--- src/design/ctw_defines.vh ---
`ifndef CTW_DEFINES_VH
`define CTW_DEFINES_VH

// ****************************************************************
// register byte offsets on the register bus
// ****************************************************************
`define CTW_OFF_IO_CONFIG   8'h00
`define CTW_OFF_TMODE       8'h04
`define CTW_OFF_TCTRL       8'h08
`define CTW_OFF_CNT_LOW     8'h0C
`define CTW_OFF_CNT_HIGH    8'h10
`define CTW_ADDR_MASK       8'hFC

// ****************************************************************
// register index codes used by the decoder
// ****************************************************************
`define CTW_IDX_IO_CONFIG   3'h0
`define CTW_IDX_TMODE       3'h1
`define CTW_IDX_TCTRL       3'h2
`define CTW_IDX_CNT_LOW     3'h3
`define CTW_IDX_CNT_HIGH    3'h4
`define CTW_IDX_NONE        3'h7

// ****************************************************************
// field positions and reset values
// ****************************************************************
`define CTW_IOC_CASCADE     6
`define CTW_IOC_WATCHDOG    7
`define CTW_TM_CT_LOW       2
`define CTW_TM_CT_HIGH      6
`define CTW_CT_RUN_LOW      0
`define CTW_CT_RUN_HIGH     1
`define CTW_CT_FLAG_LOW     2
`define CTW_CT_FLAG_HIGH    3
`define CTW_CT_PWR_DOWN     4
`define CTW_CT_WD_ACTIVE    5
`define CTW_RST_BYTE        8'h00
`define CTW_RST_CNT         16'h0000

// ****************************************************************
// timer modes, machine-cycle states, watchdog reset length
// ****************************************************************
`define CTW_MODE_13B        2'h0
`define CTW_MODE_16B        2'h1
`define CTW_MODE_RELOAD     2'h2
`define CTW_MODE_SPLIT      2'h3
`define CTW_PH_S1P1         4'h0
`define CTW_PH_S3P1         4'h4
`define CTW_PH_S5P1         4'h8
`define CTW_PH_S5P2         4'h9
`define CTW_PH_LAST         4'hB
`define CTW_WD_RST_MC       3'h5

// ****************************************************************
// bus responses
// ****************************************************************
`define CTW_RESP_OKAY       2'h0
`define CTW_RESP_SLVERR     2'h2

`endif

--- src/design/ctw_phase.v ---
`timescale 1ns/1ns
`include "ctw_defines.vh"

// ****************************************************************
// machine-cycle state sequencer, one state half per clock
// ****************************************************************
module ctw_phase
(
  // clock, reset, enable
  input  wire       aclk,
  input  wire       aresetn,
  input  wire       ce,
  // oscillator running
  input  wire       run,
  // state strobes
  output wire       s1p1,
  output wire       s3p1,
  output wire       s5p1,
  output wire       s5p2
);

  reg  [3:0] phase_ff;     // current state half, 0 = s1p1
  reg  [3:0] nxt_phase;    // next state half

  // ****************************************************************
  // twelve oscillator periods make one machine cycle
  // ****************************************************************
  always @*
  begin
    nxt_phase = phase_ff;
    if (run)
    begin
      // wrap after s6p2
      if (phase_ff == `CTW_PH_LAST)
        nxt_phase = `CTW_PH_S1P1;
      else
        nxt_phase = phase_ff + 4'h1;
    end
  end

  // a stopped oscillator freezes the sequence where it stands
  always @(posedge aclk)
  begin
    if (!aresetn)
      phase_ff <= `CTW_PH_S1P1;
    else if (ce)
      phase_ff <= nxt_phase;
  end

  // strobes fire only while the oscillator runs
  assign s1p1 = ce & run & (phase_ff == `CTW_PH_S1P1);
  assign s3p1 = ce & run & (phase_ff == `CTW_PH_S3P1);
  assign s5p1 = ce & run & (phase_ff == `CTW_PH_S5P1);
  assign s5p2 = ce & run & (phase_ff == `CTW_PH_S5P2);

endmodule

--- src/design/ctw_sync.v ---
`timescale 1ns/1ns

// ****************************************************************
// count pin synchroniser with sampled falling-edge detect
// ****************************************************************
module ctw_sync
(
  // clock, reset, enable
  input  wire       aclk,
  input  wire       aresetn,
  input  wire       ce,
  // asynchronous count pin
  input  wire       pin_async,
  // sample moment
  input  wire       sample_en,
  // one increment request
  output reg        fall_ff
);

  reg        meta_ff;      // first stage, read only by sync_ff
  reg        sync_ff;      // second stage, safe to use
  reg        last_ff;      // level seen at the previous sample

  // ****************************************************************
  // a 1 at one sample then a 0 at a later sample is one count
  // ****************************************************************
  always @(posedge aclk)
  begin
    if (!aresetn)
    begin
      meta_ff <= 1'b0;
      sync_ff <= 1'b0;
      last_ff <= 1'b0;
      fall_ff <= 1'b0;
    end
    else if (ce)
    begin
      meta_ff <= pin_async;
      sync_ff <= meta_ff;
      // pulses shorter than one sample period may be missed by design
      fall_ff <= sample_en & last_ff & ~sync_ff;
      if (sample_en)
        last_ff <= sync_ff;
    end
  end

endmodule

--- src/design/ctw_top.v ---
`timescale 1ns/1ns
`include "ctw_defines.vh"

// How it works
// - cascade bit chains both timers to 32 bits
// - cascade bit 6 starts and stops it
// - cascade cleared returns timers to mode register
// - internal 32-bit count steps at s3p1
// - low wrap carries without low overflow flag
// - 32-bit overflow sets high flag at s5p1, at once in power-down
// - external input sampled once per cycle at s5p2, every clock in power-down
// - count needs a 1 sample then 0
// - high overflow flag with watchdog forces reset
// - watchdog counts cycles or external pulses
// - reset starts next cycle, lasts five cycles
// - watchdog reset clears registers like hardware
// - power-down keeps external counting going
// - power-down overflow flags or forces reset
// - select bit picks internal or falling edges

module ctw_top
(
  // clock, reset, enable
  input  wire        aclk,
  input  wire        aresetn,
  input  wire        ce,
  // write address channel
  input  wire [7:0]  awaddr,
  input  wire [2:0]  awprot,
  input  wire        awvalid,
  output wire        awready,
  // write data channel
  input  wire [31:0] wdata,
  input  wire [3:0]  wstrb,
  input  wire        wvalid,
  output wire        wready,
  // write response channel
  output reg  [1:0]  bresp,
  output reg         bvalid,
  input  wire        bready,
  // read address channel
  input  wire [7:0]  araddr,
  input  wire [2:0]  arprot,
  input  wire        arvalid,
  output wire        arready,
  // read data channel
  output reg  [31:0] rdata,
  output reg  [1:0]  rresp,
  output reg         rvalid,
  input  wire        rready,
  // count pins
  input  wire        external_count_input_low,
  input  wire        external_count_input_high,
  // overflow flags and core reset request
  output wire        low_timer_overflow_flag,
  output wire        high_timer_overflow_flag,
  output wire        cpu_reset_req
);

  // ****************************************************************
  // watchdog reset states
  // ****************************************************************
  localparam [1:0] WD_IDLE   = 2'h0;
  localparam [1:0] WD_PEND   = 2'h1;
  localparam [1:0] WD_ACTIVE = 2'h2;

  // ****************************************************************
  // shared functions
  // ****************************************************************
  // register decode, also used for reads and writes alike
  function [2:0] ctw_dec;
    input [7:0] addr;
    reg   [7:0] a;
    begin
      a = addr & `CTW_ADDR_MASK;
      case (a)
        `CTW_OFF_IO_CONFIG: ctw_dec = `CTW_IDX_IO_CONFIG;
        `CTW_OFF_TMODE:     ctw_dec = `CTW_IDX_TMODE;
        `CTW_OFF_TCTRL:     ctw_dec = `CTW_IDX_TCTRL;
        `CTW_OFF_CNT_LOW:   ctw_dec = `CTW_IDX_CNT_LOW;
        `CTW_OFF_CNT_HIGH:  ctw_dec = `CTW_IDX_CNT_HIGH;
        default:            ctw_dec = `CTW_IDX_NONE;
      endcase
    end
  endfunction

  // one step of a 16-bit timer in modes 0..2, msb is the overflow
  function [16:0] ctw_inc;
    input [1:0]  mode;
    input [15:0] v;
    reg   [13:0] t13;
    reg   [8:0]  t8;
    begin
      t13 = {1'b0, v[15:8], v[4:0]} + 14'h0001;
      t8  = {1'b0, v[7:0]} + 9'h001;
      case (mode)
        `CTW_MODE_13B:
          ctw_inc = {t13[13], t13[12:5], v[7:5], t13[4:0]};
        `CTW_MODE_RELOAD:
          // reload the low byte from the high byte on wrap
          ctw_inc = t8[8] ? {1'b1, v[15:8], v[15:8]}
                          : {1'b0, v[15:8], t8[7:0]};
        default:
          ctw_inc = {1'b0, v} + 17'h00001;
      endcase
    end
  endfunction

  // ****************************************************************
  // state
  // ****************************************************************
  reg  [7:0]  io_config_ff;   // cascade and watchdog enables
  reg  [7:0]  tmode_ff;       // timer mode configuration
  reg         run_lo_ff;      // low timer run bit
  reg         run_hi_ff;      // high timer run bit
  reg         tf_lo_ff;       // low timer overflow flag
  reg         tf_hi_ff;       // high timer overflow flag
  reg         pwr_dn_ff;      // power-down bit
  reg  [15:0] cnt_lo_ff;      // low timer count
  reg  [15:0] cnt_hi_ff;      // high timer count
  reg         pend_lo_ff;     // low overflow waiting for s5p1
  reg         pend_hi_ff;     // high overflow waiting for s5p1
  reg  [1:0]  wd_state_ff;    // watchdog reset sequence
  reg  [2:0]  wd_cnt_ff;      // machine cycles of reset left
  reg         cpu_rst_ff;     // registered reset request
  reg         aw_held_ff;     // write address captured
  reg         w_held_ff;      // write data captured
  reg  [7:0]  awaddr_ff;      // captured write address
  reg  [31:0] wdata_ff;       // captured write data
  reg  [3:0]  wstrb_ff;       // captured byte strobes

  // ****************************************************************
  // timing strobes and count sources
  // ****************************************************************
  wire        s1p1;           // machine cycle start
  wire        s3p1;           // internal count moment
  wire        s5p1;           // flag set moment
  wire        s5p2;           // pin sample moment
  wire        fall_lo;        // counted edge on the low pin
  wire        fall_hi;        // counted edge on the high pin
  wire        wd_idle   = (wd_state_ff == WD_IDLE);
  wire        osc_stop  = pwr_dn_ff & wd_idle;  // oscillator stopped
  wire        cascade   = io_config_ff[`CTW_IOC_CASCADE];
  wire        wd_en     = io_config_ff[`CTW_IOC_WATCHDOG];
  wire [1:0]  mode_lo   = tmode_ff[1:0];
  wire [1:0]  mode_hi   = tmode_ff[5:4];
  // in power-down pins are taken every clock, asynchronous counting
  wire        sample_en = s5p2 | (ce & osc_stop);
  wire        flag_slot = s5p1 | (ce & osc_stop);
  // internal ticks stop with the oscillator; pins keep counting
  wire        tick_lo   = tmode_ff[`CTW_TM_CT_LOW]  ? fall_lo
                                                    : s3p1;
  wire        tick_hi   = tmode_ff[`CTW_TM_CT_HIGH] ? fall_hi
                                                    : s3p1;
  wire        wd_start  = (wd_state_ff == WD_PEND) & s1p1;
  wire        wd_hold   = wd_start | (wd_state_ff == WD_ACTIVE);

  // machine-cycle sequencer, runs again once a reset is pending
  ctw_phase u_phase
  (
    .aclk    (aclk),
    .aresetn (aresetn),
    .ce      (ce),
    .run     (~osc_stop),
    .s1p1    (s1p1),
    .s3p1    (s3p1),
    .s5p1    (s5p1),
    .s5p2    (s5p2)
  );

  // low count pin, sampled once a machine cycle, every clock in power-down
  ctw_sync u_sync_lo
  (
    .aclk      (aclk),
    .aresetn   (aresetn),
    .ce        (ce),
    .pin_async (external_count_input_low),
    .sample_en (sample_en),
    .fall_ff   (fall_lo)
  );

  // high count pin
  ctw_sync u_sync_hi
  (
    .aclk      (aclk),
    .aresetn   (aresetn),
    .ce        (ce),
    .pin_async (external_count_input_high),
    .sample_en (sample_en),
    .fall_ff   (fall_hi)
  );

  // ****************************************************************
  // register bus handshakes
  // ****************************************************************
  wire        do_write = aw_held_ff & w_held_ff & ~bvalid;
  wire [2:0]  widx     = ctw_dec(awaddr_ff);
  wire [2:0]  ridx     = ctw_dec(araddr);
  assign awready = ce & ~aw_held_ff & ~bvalid;
  assign wready  = ce & ~w_held_ff & ~bvalid;
  assign arready = ce & ~rvalid;

  // software writes decoded into strobes
  wire        wr_ioc  = do_write & (widx == `CTW_IDX_IO_CONFIG) & wstrb_ff[0];
  wire        wr_tm   = do_write & (widx == `CTW_IDX_TMODE) & wstrb_ff[0];
  wire        wr_ctl  = do_write & (widx == `CTW_IDX_TCTRL) & wstrb_ff[0];
  wire        wr_lo   = do_write & (widx == `CTW_IDX_CNT_LOW);
  wire        wr_hi   = do_write & (widx == `CTW_IDX_CNT_HIGH);
  wire        clr_lo  = wr_ctl & wdata_ff[`CTW_CT_FLAG_LOW];
  wire        clr_hi  = wr_ctl & wdata_ff[`CTW_CT_FLAG_HIGH];

  // ****************************************************************
  // counting
  // ****************************************************************
  reg  [15:0] nxt_cnt_lo;
  reg  [15:0] nxt_cnt_hi;
  reg         ovf_lo;         // low overflow this clock
  reg         ovf_hi;         // high overflow this clock
  reg  [32:0] sum32;
  reg  [16:0] step;
  reg  [8:0]  step8;

  always @*
  begin
    nxt_cnt_lo = cnt_lo_ff;
    nxt_cnt_hi = cnt_hi_ff;
    ovf_lo     = 1'b0;
    ovf_hi     = 1'b0;
    sum32      = {1'b0, cnt_hi_ff, cnt_lo_ff} + 33'h000000001;
    step       = 17'h00000;
    step8      = 9'h000;
    if (cascade)
    begin
      // one 32-bit counter, run bits play no part
      if (tick_lo)
      begin
        // low wrap carries straight on, low flag untouched
        nxt_cnt_lo = sum32[15:0];
        nxt_cnt_hi = sum32[31:16];
        ovf_hi     = sum32[32];
      end
    end
    else
    begin
      // individual timers as the mode register says
      if (mode_lo == `CTW_MODE_SPLIT)
      begin
        // low byte counts on its own source and run bit
        if (run_lo_ff & tick_lo)
        begin
          step8      = {1'b0, cnt_lo_ff[7:0]} + 9'h001;
          nxt_cnt_lo[7:0] = step8[7:0];
          ovf_lo     = step8[8];
        end
        // high byte is a plain timer owning the high flag
        if (run_hi_ff & s3p1)
        begin
          step8      = {1'b0, cnt_lo_ff[15:8]} + 9'h001;
          nxt_cnt_lo[15:8] = step8[7:0];
          ovf_hi     = step8[8];
        end
      end
      else if (run_lo_ff & tick_lo)
      begin
        step       = ctw_inc(mode_lo, cnt_lo_ff);
        nxt_cnt_lo = step[15:0];
        ovf_lo     = step[16];
      end
      // high timer: stopped in its own split mode, flagless when
      // the low timer has taken the high flag
      if ((mode_hi != `CTW_MODE_SPLIT) & tick_hi &
          (run_hi_ff | (mode_lo == `CTW_MODE_SPLIT)))
      begin
        step       = ctw_inc(mode_hi, cnt_hi_ff);
        nxt_cnt_hi = step[15:0];
        if (mode_lo != `CTW_MODE_SPLIT)
          ovf_hi   = step[16];
      end
    end
    // software writes take precedence over a count step
    if (wr_lo & wstrb_ff[0])
      nxt_cnt_lo[7:0] = wdata_ff[7:0];
    if (wr_lo & wstrb_ff[1])
      nxt_cnt_lo[15:8] = wdata_ff[15:8];
    if (wr_hi & wstrb_ff[0])
      nxt_cnt_hi[7:0] = wdata_ff[7:0];
    if (wr_hi & wstrb_ff[1])
      nxt_cnt_hi[15:8] = wdata_ff[15:8];
  end

  // flags rise at s5p1, or at once while power-down stops the states
  wire        set_lo = flag_slot & (pend_lo_ff | ovf_lo);
  wire        set_hi = flag_slot & (pend_hi_ff | ovf_hi);

  // ****************************************************************
  // configuration, counts and flags
  // ****************************************************************
  // a watchdog reset clears everything the way a hardware reset does
  always @(posedge aclk)
  begin
    if (!aresetn | (ce & wd_hold))
    begin
      io_config_ff <= `CTW_RST_BYTE;
      tmode_ff     <= `CTW_RST_BYTE;
      run_lo_ff    <= 1'b0;
      run_hi_ff    <= 1'b0;
      tf_lo_ff     <= 1'b0;
      tf_hi_ff     <= 1'b0;
      pwr_dn_ff    <= 1'b0;
      cnt_lo_ff    <= `CTW_RST_CNT;
      cnt_hi_ff    <= `CTW_RST_CNT;
      pend_lo_ff   <= 1'b0;
      pend_hi_ff   <= 1'b0;
    end
    else if (ce)
    begin
      // whole-byte writes can hit the watchdog bit by accident
      if (wr_ioc)
        io_config_ff <= wdata_ff[7:0];
      if (wr_tm)
        tmode_ff <= wdata_ff[7:0];
      if (wr_ctl)
      begin
        run_lo_ff <= wdata_ff[`CTW_CT_RUN_LOW];
        run_hi_ff <= wdata_ff[`CTW_CT_RUN_HIGH];
        pwr_dn_ff <= wdata_ff[`CTW_CT_PWR_DOWN];
      end
      cnt_lo_ff  <= nxt_cnt_lo;
      cnt_hi_ff  <= nxt_cnt_hi;
      pend_lo_ff <= ~flag_slot & (pend_lo_ff | ovf_lo);
      pend_hi_ff <= ~flag_slot & (pend_hi_ff | ovf_hi);
      // a new overflow beats a clear in the same clock
      tf_lo_ff   <= set_lo | (tf_lo_ff & ~clr_lo);
      tf_hi_ff   <= set_hi | (tf_hi_ff & ~clr_hi);
    end
  end

  // ****************************************************************
  // watchdog reset sequencer
  // ****************************************************************
  // flag rises at s5p1, so the next s1p1 opens the next machine cycle
  always @(posedge aclk)
  begin
    if (!aresetn)
    begin
      wd_state_ff <= WD_IDLE;
      wd_cnt_ff   <= 3'h0;
      cpu_rst_ff  <= 1'b0;
    end
    else if (ce)
    begin
      case (wd_state_ff)
        WD_IDLE:
        begin
          // high flag in watchdog mode, also from power-down
          if (wd_en & tf_hi_ff)
            wd_state_ff <= WD_PEND;
        end
        WD_PEND:
        begin
          if (s1p1)
          begin
            wd_state_ff <= WD_ACTIVE;
            wd_cnt_ff   <= `CTW_WD_RST_MC;
            cpu_rst_ff  <= 1'b1;
          end
        end
        WD_ACTIVE:
        begin
          // release at the start of the sixth machine cycle
          if (s1p1)
          begin
            if (wd_cnt_ff == 3'h1)
            begin
              wd_state_ff <= WD_IDLE;
              cpu_rst_ff  <= 1'b0;
            end
            wd_cnt_ff <= wd_cnt_ff - 3'h1;
          end
        end
        default:
        begin
          wd_state_ff <= WD_IDLE;
          cpu_rst_ff  <= 1'b0;
        end
      endcase
    end
  end

  // ****************************************************************
  // register bus slave
  // ****************************************************************
  // address and data are taken in either order, answered together
  always @(posedge aclk)
  begin
    if (!aresetn)
    begin
      aw_held_ff <= 1'b0;
      w_held_ff  <= 1'b0;
      awaddr_ff  <= 8'h00;
      wdata_ff   <= 32'h00000000;
      wstrb_ff   <= 4'h0;
      bvalid     <= 1'b0;
      bresp      <= `CTW_RESP_OKAY;
      rvalid     <= 1'b0;
      rresp      <= `CTW_RESP_OKAY;
      rdata      <= 32'h00000000;
    end
    else if (ce)
    begin
      // capture address
      if (awvalid & awready)
      begin
        aw_held_ff <= 1'b1;
        awaddr_ff  <= awaddr;
      end
      // capture data
      if (wvalid & wready)
      begin
        w_held_ff <= 1'b1;
        wdata_ff  <= wdata;
        wstrb_ff  <= wstrb;
      end
      // answer once both halves are in
      if (do_write)
      begin
        aw_held_ff <= 1'b0;
        w_held_ff  <= 1'b0;
        bvalid     <= 1'b1;
        bresp      <= (widx == `CTW_IDX_NONE) ? `CTW_RESP_SLVERR
                                              : `CTW_RESP_OKAY;
      end
      else if (bready)
        bvalid <= 1'b0;
      // reads answer one clock after the address is taken
      if (arvalid & arready)
      begin
        rvalid <= 1'b1;
        rresp  <= `CTW_RESP_OKAY;
        case (ridx)
          `CTW_IDX_IO_CONFIG: rdata <= {24'h000000, io_config_ff};
          `CTW_IDX_TMODE:     rdata <= {24'h000000, tmode_ff};
          `CTW_IDX_TCTRL:
            rdata <= {26'h0000000, ~wd_idle, pwr_dn_ff, tf_hi_ff,
                      tf_lo_ff, run_hi_ff, run_lo_ff};
          `CTW_IDX_CNT_LOW:   rdata <= {16'h0000, cnt_lo_ff};
          `CTW_IDX_CNT_HIGH:  rdata <= {16'h0000, cnt_hi_ff};
          default:
          begin
            rdata <= 32'h00000000;
            rresp <= `CTW_RESP_SLVERR;
          end
        endcase
      end
      else if (rready)
        rvalid <= 1'b0;
    end
  end

  // ****************************************************************
  // outputs
  // ****************************************************************
  assign low_timer_overflow_flag  = tf_lo_ff;
  assign high_timer_overflow_flag = tf_hi_ff;
  assign cpu_reset_req            = cpu_rst_ff;

endmodule

--- config.mk ---
export PLATFORM = sky130hd
export DESIGN_NAME = ctw_top
export DESIGN_NICKNAME = d
export VERILOG_FILES = /design/src/design/ctw_phase.v /design/src/design/ctw_sync.v /design/src/design/ctw_top.v
export VERILOG_INCLUDE_DIRS = /design/src /design/src/design
export SDC_FILE = /design/constraint.sdc
export NUM_CORES = 1
export LEC_CHECK = 0
export ABC_AREA = 0
export BUFFER_PORTS_ARGS = -buffer_cell sky130_fd_sc_hd__buf_4
export CORE_MARGIN = 2
export CORE_UTILIZATION = 58
export DETAILED_ROUTE_END_ITERATION = 16
export GPL_TIMING_DRIVEN = 0
export HOLD_SLACK_MARGIN = 0.03
export PLACE_DENSITY = 0.8
export SYNTH_ARGS = -nofsm -noshare
export SYNTH_HDL_FRONTEND = slang
export SYNTH_SLANG_ARGS = --single-unit
--- constraint.sdc ---
create_clock -name aclk -period 3 [get_ports aclk]
set_clock_uncertainty 0.15 [all_clocks]
set_input_delay 0.6 -clock aclk [delete_from_list [all_inputs] [get_ports aclk]]
set_output_delay 0.6 -clock aclk [all_outputs]
set_load 0.02 [all_outputs]
=== Word-level counts from Yosys, hierarchy flattened ===
Index checks and enable logic that the tools add are counted.

* Muxes and demuxes: 55
* Equality and inequality tests: 42
* Divide/modulo/power cells: 0
* $mul: 0
* Reduce and logical (&&, ||, !) cells: 41
* Add/subtract/negate cells: 10
* Shift-type cells: 0
* Magnitude comparators: 0
* Bitwise operators: 68

{| class="wikitable"
|+ Operators by type and width
! kind !! number
|-
| 2-to-1 mux 16 bit || 7
|-
| case mux 16 bit (5 select lines) || 1
|-
| case mux 17 bit (2 select lines) || 2
|-
| AND 1 bit || 48
|-
| 2-to-1 mux 8 bit || 6
|-
| adder 16 x 1 -> 17 bit, second input constant || 2
|-
| 2-to-1 mux 17 bit || 2
|-
| adder 32 x 1 -> 33 bit, second input constant || 1
|-
| case mux 3 bit (5 select lines) || 2
|-
| adder 13 x 1 -> 14 bit, second input constant || 2
|-
| adder 8 x 1 -> 9 bit, second input constant || 3
|-
| AND reduction 2 bit || 13
|-
| equality test 6 x 2 -> 1 bit, second input constant || 4
|-
| 2-to-1 mux 1 bit || 23
|-
| zero test 8 bit || 2
|-
| AND reduction 4 bit || 4
|-
| AND reduction 5 bit || 3
|-
| equality test 3 x 2 -> 1 bit, second input constant || 4
|-
| equality test 4 bit, second input constant || 3
|-
| equality test 6 x 1 -> 1 bit, second input constant || 2
|-
| equality test 6 x 3 -> 1 bit, second input constant || 2
|-
| 2-to-1 mux 2 bit || 6
|-
| inequality test 3 x 1 -> 1 bit, second input constant || 4
|-
| inverter 1 bit || 11
|-
| other kinds (27) || 59
|}

* Output and inout bits: 44
* Memories: 0
* Bits of input ports: 68
* Word-level logic and storage cells: 253
* Flip-flop bits (word level): 139
* Bits in latches: 0
* ROM bits: 0
* Memory bits (writable): 0

=== Logic depth before layout (Yosys ltp) ===
Gate-level depths: netlist of run 1.

* Depth after elaboration: 14
* Mapped depth: 9
* Depth with buffers taken out: 8

=== By module ===
Synthesis of run 1 repeated with hierarchy kept, for this count alone.

* Cell total of the unflattened synthesis: 967
* Area total of the unflattened synthesis: 7,599.8 um^2

{| class="wikitable"
|+ By module, submodules not included
! module !! times used !! seq. area each (um^2) !! cells each !! area each (um^2)
|-
| ctw_top || 1 || 2,142.1 || 905 || 7,025.5
|-
| ctw_sync || 2 || 80.1 || 14 || 156.4
|-
| ctw_phase || 1 || 80.1 || 34 || 261.5
|}

=== Least setup slack after synthesis of run 1 ===
OpenSTA, ideal clock, no wires.

* Path type: input-to-reg
* Start: input port ce
* End: register cnt_lo_ff[11]
* Setup time: 75 ps
* Stages: 8
* Required time: 2,775 ps
* Setup slack: 592 ps
* Data arrival time: 2,183 ps
* Path buffers: 2
* Cell sequence: buf_2 > nand4b_2 > o31ai_4 > o22ai_1 > o31ai_2 > buf_2 > o211ai_1 > o22ai_1

* Word-level cells in the longest chain between the ends: 6
* Elaborated cells between the ends (all ways): 14
* Classes of those cells: eq/ne (2); mux (1); bitwise (9); reduce/logical (2)

{| class="wikitable"
|+ Ends and longest elaborated chain
! element !! RTL line !! source
|-
| start: declaration || ctw_top.v:26 || <nowiki>input wire ce,</nowiki>
|-
| AND 1 bit || ctw_phase.v:51, ctw_phase.v:52 ||
|-
| AND 1 bit (on tied branches) || ctw_phase.v:52, ctw_phase.v:51 ||
|-
| 2-to-1 mux 1 bit / AND 1 bit (equally long branches) || ctw_top.v:151, ctw_top.v:155 ||
|-
| AND 1 bit / OR 1 bit (equally long branches) || ctw_top.v:263, ctw_top.v:156 ||
|-
| nonzero test 4 bit (no source line) / AND 1 bit (equally long branches) || - ||
|-
| AND reduction 5 bit (no source line) / OR 1 bit (equally long branches) || - ||
|-
| end signal: assignment || ctw_top.v:310 || <nowiki>cnt_lo_ff <= `CTW_RST_CNT;</nowiki>
|-
| end signal: assignment || ctw_top.v:328 || <nowiki>cnt_lo_ff <= nxt_cnt_lo;</nowiki>
|-
| end: declaration || ctw_top.v:119 || <nowiki>reg [15:0] cnt_lo_ff;</nowiki>
|}

Several ways; a longest one is shown, not always the timed one.
A chain may end at the register's enable or synchronous reset.

=== Worst setup path after layout of run 1 ===
* Start: register cnt_lo_ff[7]
* End: register cnt_hi_ff[5]

* Word-level cells in the longest chain between the ends: 4

{| class="wikitable"
|+ Ends and longest elaborated chain
! element !! RTL line !! source
|-
| adder 32 x 1 -> 33 bit || ctw_top.v:229 || <nowiki>sum32 = {1'b0, cnt_hi_ff, cnt_lo_ff} + 33'h000000001;</nowiki>
|-
| 2-to-1 mux 16 bit || ctw_top.v:235 || <nowiki>if (tick_lo)</nowiki>
|-
| 2-to-1 mux 16 bit || ctw_top.v:232 || <nowiki>if (cascade)</nowiki>
|-
| 2-to-1 mux 8 bit || ctw_top.v:285 || <nowiki>if (wr_hi & wstrb_ff[0])</nowiki>
|-
| end signal: assignment || ctw_top.v:311 || <nowiki>cnt_hi_ff <= `CTW_RST_CNT;</nowiki>
|-
| end signal: assignment || ctw_top.v:329 || <nowiki>cnt_hi_ff <= nxt_cnt_hi;</nowiki>
|-
| end: declaration || ctw_top.v:120 || <nowiki>reg [15:0] cnt_hi_ff;</nowiki>
|}

Every way passes these cells. The select of a mux whose other input is x is not followed.

==> results.py, run 1 <==
metrics = {
    "grt": {
        "track_usage": 0.3745,
        "grt_first_pass_wirelength_um": 41190,
        "antenna_found_initial": 0,
        "overflow": 0,
        "grt_max_degree": 17,
        "grt_pass1_vias": 7633,
    },
    "placed_design": {
        "dpl.hpwl_um": 19310,
        "dp_cells": 1229,
        "portBuffers": 64,
        "place.gp.congestion": 1.004,
        "dp_slack_ps": -95.09,
    },
    "die": {
        "row_count": 42,
        "die_h_um": 119.3,
        "fp.dieW_um": 119.3,
        "ios": 112,
        "die_area_mm2": 0.01422,
        "start_util": 0.5888,
        "core_area_mm2": 0.01309,
    },
    "synth": {
        "synth-edff-count": 0,
        "yosysMostFrequentCell": "dfxtp_1",
        "netlist_area_mm2": 0.007705,
        "synth_top_area_share": 0.3092,
        "yosys.area.top_type": "dfxtp_1",
        "syn_area_per_cell_um2": 7.927,
        "ys.warnings.count": 0,
        "synth.top_cells.by_count": "119 x dfxtp_1, 106 x nand2_1, 87 x nor2_1, 52 x a21oi_1, 49 x clkbuf_1",
        "ys_types": 86,
        "synth_area_leaders": "dfxtp_1 31%, mux2i_1 6.1%, nand2_1 5.2%",
        "yosysSeqAreaShare": 0.3092,
        "synth_flop_cell": "dfxtp_1",
        "ys_ff_latch": 119,
        "synth_cells": 972,
        "synthArstFlopShare": 0,
    },
    "layout": {
        "multiInputGateArea_mm2": 0.004848,
        "n_antenna_cell": 0,
        "nets": 1148,
        "fillCellCount": 1108,
        "area_delta_synth_final_pct": 18.19,
        "seqCellArea_mm2": 0.002382,
        "stdcell_count": 1261,
        "drive_gt1_frac": 0.1594,
    },
    "sta": {
        "worstMarginPinSlew_ps": 1002,
        "maxSlewHeadroom": 0.3267,
        "timing.fmax_mhz": 345.2,
        "hold_viol": 0,
        "rsz0062_at_grt": "no",
        "fin_crit_sh": 0.9655,
        "min_period_ps": 2896,
        "drv_slew": 0,
        "fin_ws_ps": 103.5,
        "setup_viol": 0,
        "final.hold.worst_slack_ps": 281.4,
    },
    "setup_path": {
        "critPathMaxFanout": 7,
        "startpoint_type": "register",
        "required_ps": 3180,
        "worst-path-buf-inv": 0,
        "crit_family": "simple AND/OR/NAND/NOR gates",
        "cp.depth": 6,
        "worstRegToRegCells": 6,
        "crit_path_max_incr_delay_ps": 860,
        "crit_type": "reg2reg",
        "cp_cell_sequence": "nand3_2 > nor3_1 > nand4_1 > xor2_1 > a211o_1 > a211oi_2",
        "endpoint_kind": "register",
        "slowest_stage": "nor3_1",
        "cp_data_arrival_time_ps": 3080,
    },
    "detailed_routing": {
        "drt_iter0_markers": 1150,
        "finalWirelength_um": 26830,
        "num_vias": 8213,
        "drt_first_pass_iters": 7,
        "ant_nets": 0,
        "routedWlPerCell_um": 21.28,
        "route.detailed.drc": 0,
        "via_per_inst": 6.513,
    },
    "power": {
        "leakage_nw": 3.497,
        "pwr_density_cell_mw_per_mm2": 448.4,
        "peakVddDrop_v": 0.0004877,
    },
    "clocking": {
        "holdBufCountCts": 0,
        "clockBufferDepth": 2,
        "cts.sink_count": 119,
        "cts_tree": "yes",
        "clk_latency_ps": 430,
        "cts-htree-levels": 4,
        "cts_buffers": 17,
        "root_buffer": "clkbuf_16",
        "clkTransAtPathRegs_ps": 60,
    },
    "status": {
        "status": "finished clean",
    },
    "hold_path": {
        "hold_path_class": "in2reg",
        "hold_depth": 3,
    },
    "job": {
        "cap_violations": 0,
    },
}
==> sequential cells by signal (all words and copies together), names as in the netlist, 3 cells and up <==
signal            count
cnt_lo_ff            16
cnt_hi_ff            16
awaddr_ff             6
tmode_ff              8
wd_cnt_ff             3
io_config_ff          8
wdata_ff             16
u_phase.phase_ff      4
rdata                16
==> routing by layer <==
| metal | GRT usage | routed length, um | share of wire |
|---|---|---|---|
| met5 | 0 | 0 | 0 |
| met4 | 0.1815 | 1168 | 0.044 |
| met3 | 0.07375 | 2893 | 0.11 |
| met2 | 0.5869 | 12160 | 0.45 |
| met1 | 0.4931 | 10610 | 0.40 |
==> through the flow <==
| stage | power, mW | cell area, um2 | util | TNS (ps) |
|---|---|---|---|---|
| after CTS | 4.064 | 9071 | 0.6932 | 0 |
| after detailed placement | 2.016 | 8469 | 0.6473 | -389.8 |
| after global routing | 4.167 | 9106 | 0.6959 | 0 |
| final | 4.083 | 9106 | 0.6959 | 0 |
| after global placement | 2.009 | 8469 | 0.6473 | -247.6 |
| after floorplan | 1.878 | 7769 | - | 0 |
==> final timing paths <==
| path | from | endpoint | slack, ps |
|---|---|---|---|
| max | cnt_lo_ff[7]$_SDFFE_PP0P_ | cnt_hi_ff[5]$_SDFFE_PP0P_ | 100 |
| min | wdata[10] | wdata_ff[10]$_SDFFE_PN0P_ | 280 |
| max reg2reg | cnt_lo_ff[7]$_SDFFE_PP0P_ | cnt_hi_ff[5]$_SDFFE_PP0P_ | 100 |
| min reg2reg | cpu_reset_req$_SDFFE_PN0P_ | cpu_reset_req$_SDFFE_PN0P_ | 300 |
==> final cells by class <==
type / count / area share
Clock buffer: 23 / 0.05359
Tap cell: 176 / 0.02418
Sequential cell: 119 / 0.2616
Clock inverter: 9 / 0.01250
Timing Repair Buffer: 65 / 0.05359
Inverter: 26 / 0.01072
Buffer: 95 / 0.05139
Multi-Input combinational cell: 748 / 0.5324
==> logic make-up after synthesis <==
| kind of cell | share of synthesized area |
|---|---|
| simple gates | 0.2423 |
| buf+inv | 0.07356 |
| xor+xnor | 0.03410 |
| fa+ha+maj | 0.01299 |
| flops | 0.3092 |
| mux | 0.06252 |
| compound gates | 0.2649 |
| other cells | 0.0004867 |
==> repair_timing <==
action | CTS | global route
endpoints found under the setup margin | 0 | 34
resized for setup | 0 | 8
setup buffers | 0 | 1
==> where the power goes <==
group          internal (mW)  switching (mW)
sequential              1.62          0.0416
combinational          0.136           0.196
clock                   1.32           0.776
total                   3.07            1.01
==> cells in the final DEF, fill, tap and decap left out, types with 13 or more instances in the layout <==
master and instances:
clkbuf_16 17, buf_4 86, nor2_1 87, nor3_1 17
nor2b_1 24, nand2_1 106, a221oi_1 16, clkbuf_1 48
inv_1 26, a21boi_0 24, buf_2 18, and3_1 15
a21oi_1 52, dfxtp_1 119, mux2i_1 47, nand3_1 29
a31oi_1 13, o21ai_0 40, o22ai_1 15, xnor2_1 18
nand4_1 15, conb_1 18
==> worst min-delay path: cells and delay by family <==
family	cells	cell delay (ps)
AO/OA/AOI/OAI	1	60
AND/OR/NAND/NOR	1	40
buffers and inverters	1	100
Power figures use the tool's default switching activity.
==> run 2, diff against run 1 <==
GPL_TIMING_DRIVEN = 1   (was 0)
==> run 2 against run 1 <==
Via count decreased by 4.4%. Critical path type unchanged. Total power decreased by 5.9%. Sequential power about the same. Critical path depth increased by 2. Critical endpoint is now cnt_hi_ff[4]$_SDFFE_PP0P_.
==> results.py, run 2 (synthesis gave the netlist of run 1 again) <==
metrics = {
    "status": {
        "status": "finished clean",
    },
    "grt": {
        "antenna_found_initial": 0,
        "grt_pass1_vias": 7191,
        "grt_max_degree": 65,
        "track_usage": 0.3380,
        "overflow": 0,
        "grt_first_pass_wirelength_um": 37910,
    },
    "power": {
        "leakage_nw": 3.386,
        "clockPowerShare": 0.491,
        "switchingPower_mw": 0.9537,
        "pwr_density_cell_mw_per_mm2": 433.2,
        "power.share.combinational": 0.078,
        "seqPwrFrac": 0.431,
        "internal_power_mw": 2.888,
        "p_sw_frac": 0.2482,
        "peakVddDrop_v": 0.0004122,
    },
    "setup_path": {
        "r2r_start": "cnt_lo_ff[9]$_SDFFE_PP0P_",
        "critPathMaxFanout": 10,
        "startpoint_type": "register",
        "worstRegToRegCells": 8,
        "crit_type": "reg2reg",
        "required_ps": 3210,
        "critPathLaunch": "cnt_lo_ff[9]$_SDFFE_PP0P_",
        "cp_data_arrival_time_ps": 2840,
        "r2r_slack_ps": 370,
        "r2r_end": "cnt_hi_ff[4]$_SDFFE_PP0P_",
        "endpoint_kind": "register",
    },
    "job": {
        "cap_violations": 0,
    },
    "sta": {
        "rsz0062_at_grt": "no",
        "hold_viol": 0,
        "timing.fmax_mhz": 379.9,
        "setup_viol": 0,
        "maxSlewHeadroom": 0.4946,
        "fin_crit_sh": 0.8773,
        "totalNegativeSetupSlack_ps": 0,
        "drv_slew": 0,
        "fin_ws_ps": 368.0,
        "worstMarginPinSlew_ps": 755.3,
        "min_period_ps": 2632,
    },
    "detailed_routing": {
        "finalWirelength_um": 23600,
        "num_vias": 7848,
        "drt_iter0_markers": 1075,
        "drt_first_pass_iters": 6,
        "routedWlPerCell_um": 19.58,
        "route.detailed.drc": 0,
        "via_per_inst": 6.513,
        "ant_nets": 0,
    },
    "die": {
        "fp.dieW_um": 119.3,
        "row_count": 42,
        "start_util": 0.5888,
        "die_area_mm2": 0.01422,
        "ios": 112,
        "core_area_mm2": 0.01309,
        "die_h_um": 119.3,
    },
    "clocking": {
        "cts_tree": "yes",
        "cts.sink_count": 119,
        "root_buffer": "clkbuf_16",
        "clk_latency_ps": 430,
        "clkTransAtPathRegs_ps": 60,
        "holdBufCountCts": 0,
        "ctsResizeCount": 0,
        "cts_setup_buffers": 0,
        "clockBufferDepth": 2,
        "cts-htree-levels": 4,
        "cts_buffers": 17,
    },
    "layout": {
        "nets": 1093,
        "area_delta_synth_final_pct": 15.12,
        "seqCellArea_mm2": 0.002382,
        "final_common_cell": "dfxtp_1",
        "postLayoutCellArea_mm2": 0.008870,
        "n_antenna_cell": 0,
        "stdcell_count": 1205,
        "final_cell_mix": "119 x dfxtp_1, 106 x nand2_1, 104 x buf_4",
        "fillCellCount": 1106,
        "drive_gt1_frac": 0.1633,
        "multiInputGateArea_mm2": 0.004820,
    },
    "hold_path": {
        "hold_depth": 3,
        "min_to": "u_sync_lo.meta_ff$_SDFFE_PN0P_",
        "hold_path_class": "in2reg",
        "hold_start": "external_count_input_low",
    },
    "placed_design": {
        "dp_slack_ps": 284.3,
        "portBuffers": 65,
        "dpl.hpwl_um": 16900,
        "place.gp.congestion": 1.012,
        "dp_cells": 1174,
        "place_area_mm2": 0.008320,
    },
}
-- run 2: cell count changes in the layout (fill, tap and decap cells not counted), sizes merged --
cell      before  now
clkinv         2    7
bufinv         2    1
clkbuf        71   19
inv           28   26
buf          112  105
clkinvlp       3    4
-- run 2: area by class of cell --
class,instances,area share
multi-input cells,748,0.5434
clock inverters,12,0.01199
clock buffers,19,0.04994
flip-flops and latches,119,0.2686
well taps,176,0.02483
repair buffers,105,0.09028
inverters,26,0.01100
-- run 2: routing by layer --
metal,GRT usage,wire [um],vias up
met4,0.1815,1254,0
met1,0.4375,9472,3651
li1,-,-,3625
met5,0,0,-
met3,0.08238,2331,104
met2,0.5187,10540,468
-- run 2: worst max path at each step --
| stage | to | slack, ps | cells after the start |
|---|---|---|---|
| after floorplan | cnt_lo_ff[11]$_SDFFE_PP0P_ | 590 | 8 |
| after global placement | cnt_lo_ff[14]$_SDFFE_PP0P_ | 320 | 8 |
| after detailed placement | cnt_lo_ff[14]$_SDFFE_PP0P_ | 280 | 8 |
| after CTS | cnt_hi_ff[4]$_SDFFE_PP0P_ | 400 | 8 |
| after global routing | cnt_hi_ff[6]$_SDFFE_PP0P_ | 160 | 8 |
| final | cnt_hi_ff[4]$_SDFFE_PP0P_ | 370 | 8 |
-- run 2: per-stage QoR --
step	utilization	hold slack, ps	power [mW]
2_1_floorplan	-	293.5	1.878
6_report	0.6779	283.7	3.842
3_3_place_gp	0.6359	294.8	1.977
4_1_cts	0.6779	274.4	3.855
3_5_place_dp	0.6359	296.8	1.984
5_1_grt	0.6779	289.4	3.966
-- run 2: critical path: stages, from the launching register on --
cell	delay, ps
dfxtp_1	560
ha_1	340
nand3_1	250
o41ai_2	370
buf_4	250
a41oi_1	130
a311oi_1	300
a21oi_1	60
a21oi_1	140
-- run 2: power by group through the flow --
stage	clock [mW]	combinational (mW)	sequential [mW]
after floorplan	0	0.185	1.69
after global placement	0	0.288	1.69
after detailed placement	0	0.294	1.69
after CTS	1.90	0.296	1.66
after global routing	1.98	0.324	1.66
final	1.89	0.298	1.66
==> run 3, diff against run 2 <==
HOLD_SLACK_MARGIN = unset   (was 0.03)
PLACE_DENSITY = 0.81   (was 0.8)
SLEW_MARGIN = 25   (was unset)
==> run 3 against run 2 <==
Via count down 0.38%. Combinational power about the same. Routed wire length up 3.5%. Cell area up 1.8%. Register-to-register slack worse by 50 ps. Total power up 6.7%. Core utilization up 1.2 points. Sequential share of layout area down 0.48 points. Critical path type unchanged. Critical endpoint is now cnt_hi_ff[13]$_SDFFE_PP0P_.
==> results.py, run 3 (synthesis gave the netlist of run 1 again) <==
metrics = {
    "layout": {
        "nets": 1105,
        "seqCellArea_mm2": 0.002382,
        "final_common_cell": "dfxtp_1",
        "utilization": 0.6903,
        "n_antenna_cell": 0,
        "multiInputGateArea_mm2": 0.004820,
        "drive_gt1_frac": 0.1747,
        "final_cell_mix": "119 x dfxtp_1, 116 x buf_4, 106 x nand2_1",
        "stdcell_count": 1218,
        "fillCellCount": 1083,
        "postLayoutCellArea_mm2": 0.009032,
        "area_delta_synth_final_pct": 17.23,
    },
    "clocking": {
        "cts-htree-levels": 4,
        "root_buffer": "clkbuf_16",
        "cts.sink_count": 119,
        "clk_latency_ps": 420,
        "cts_setup_buffers": 0,
        "ctsResizeCount": 0,
        "cts_buffers": 17,
        "clockBufferDepth": 2,
        "clkTransAtPathRegs_ps": 60,
        "cts_tree": "yes",
        "holdBufCountCts": 0,
    },
    "die": {
        "die_area_mm2": 0.01422,
        "start_util": 0.5888,
        "row_count": 42,
        "die_h_um": 119.3,
        "ios": 112,
        "fp.dieW_um": 119.3,
        "core_area_mm2": 0.01309,
    },
    "sta": {
        "setup_viol": 0,
        "rsz0062_at_grt": "no",
        "maxSlewHeadroom": 0.5251,
        "final.hold.worst_slack_ps": 282.0,
        "totalNegativeSetupSlack_ps": 0,
        "worstMarginPinSlew_ps": 710.6,
        "min_period_ps": 2681,
        "hold_viol": 0,
        "fin_crit_sh": 0.8938,
        "timing.fmax_mhz": 372.9,
        "drv_slew": 0,
    },
    "placed_design": {
        "portBuffers": 65,
        "dp_cells": 1186,
        "dpl.hpwl_um": 17620,
        "place.gp.congestion": 1.032,
        "place_area_mm2": 0.008411,
    },
    "job": {
        "cap_violations": 0,
    },
    "setup_path": {
        "startpoint_type": "register",
        "crit_type": "reg2reg",
        "required_ps": 3170,
        "endpoint_kind": "register",
        "cp_data_arrival_time_ps": 2850,
        "critPathMaxFanout": 9,
    },
    "grt": {
        "grt_pass1_vias": 7261,
        "grt_first_pass_wirelength_um": 38760,
        "track_usage": 0.3477,
        "overflow": 0,
        "grt_max_degree": 63,
        "antenna_found_initial": 0,
    },
    "hold_path": {
        "hold_path_class": "in2reg",
    },
    "detailed_routing": {
        "finalWirelength_um": 24410,
        "drt_iter0_markers": 1011,
        "route.detailed.drc": 0,
        "num_vias": 7818,
        "ant_nets": 0,
        "via_per_inst": 6.419,
        "drt_first_pass_iters": 8,
        "routedWlPerCell_um": 20.04,
    },
    "power": {
        "leakage_nw": 3.481,
        "pwr_density_cell_mw_per_mm2": 453.9,
        "peakVddDrop_v": 0.0004922,
    },
    "status": {
        "status": "finished clean",
    },
}
## run 3: stage by stage
step                total power, mW  worst slack [ps]
floorplan                     1.878             592.0
global placement              1.978             503.3
detailed placement            1.987             448.7
CTS                           4.106             411.9
global route                  4.207             201.3
finish                        4.100             318.6
## run 3: final timing paths
| kind | from | endpoint | slack, ps | cells past startpoint |
|---|---|---|---|---|
| worst max-delay path | cnt_hi_ff[0]$_SDFFE_PP0P_ | cnt_hi_ff[13]$_SDFFE_PP0P_ | 320 | 7 |
| worst min-delay path | wdata[9] | wdata_ff[9]$_SDFFE_PN0P_ | 280 | 3 |
| worst max register to register | cnt_hi_ff[0]$_SDFFE_PP0P_ | cnt_hi_ff[13]$_SDFFE_PP0P_ | 320 | 7 |
| worst min register to register | cpu_reset_req$_SDFFE_PN0P_ | cpu_reset_req$_SDFFE_PN0P_ | 300 | 2 |
## run 3: per-layer routing
layer,GRT usage,up-vias,wire length [um]
met1,0.4320,3639,9780
met3,0.1025,95,2475
met4,0.1749,0,1173
li1,-,3649,-
met2,0.5474,435,10980
met5,0,-,0
## run 3: critical path: stages (launching register included)
cell	delay, ps
dfxtp_1	530
ha_1	340
nand4_1	370
nor3_1	350
xor2_1	100
a221oi_1	400
a21oi_1	140
a32o_1	210
## run 3: cell type report
type	count	share of cell area
clock buffers	19	0.05015
clock inverters	13	0.01870
inverters	26	0.01080
multi-input cells	748	0.5336
flip-flops and latches	119	0.2637
well taps	176	0.02438
repair buffers	117	0.09863
## run 3: where the power goes
part / internal, mW / total, mW / switching [mW] / leakage, nW
Combinational: 0.123 / 0.301 / 0.178 / 2.22
Sequential: 1.62 / 1.66 / 0.0414 / 0.965
Clock: 1.36 / 2.14 / 0.781 / 0.293
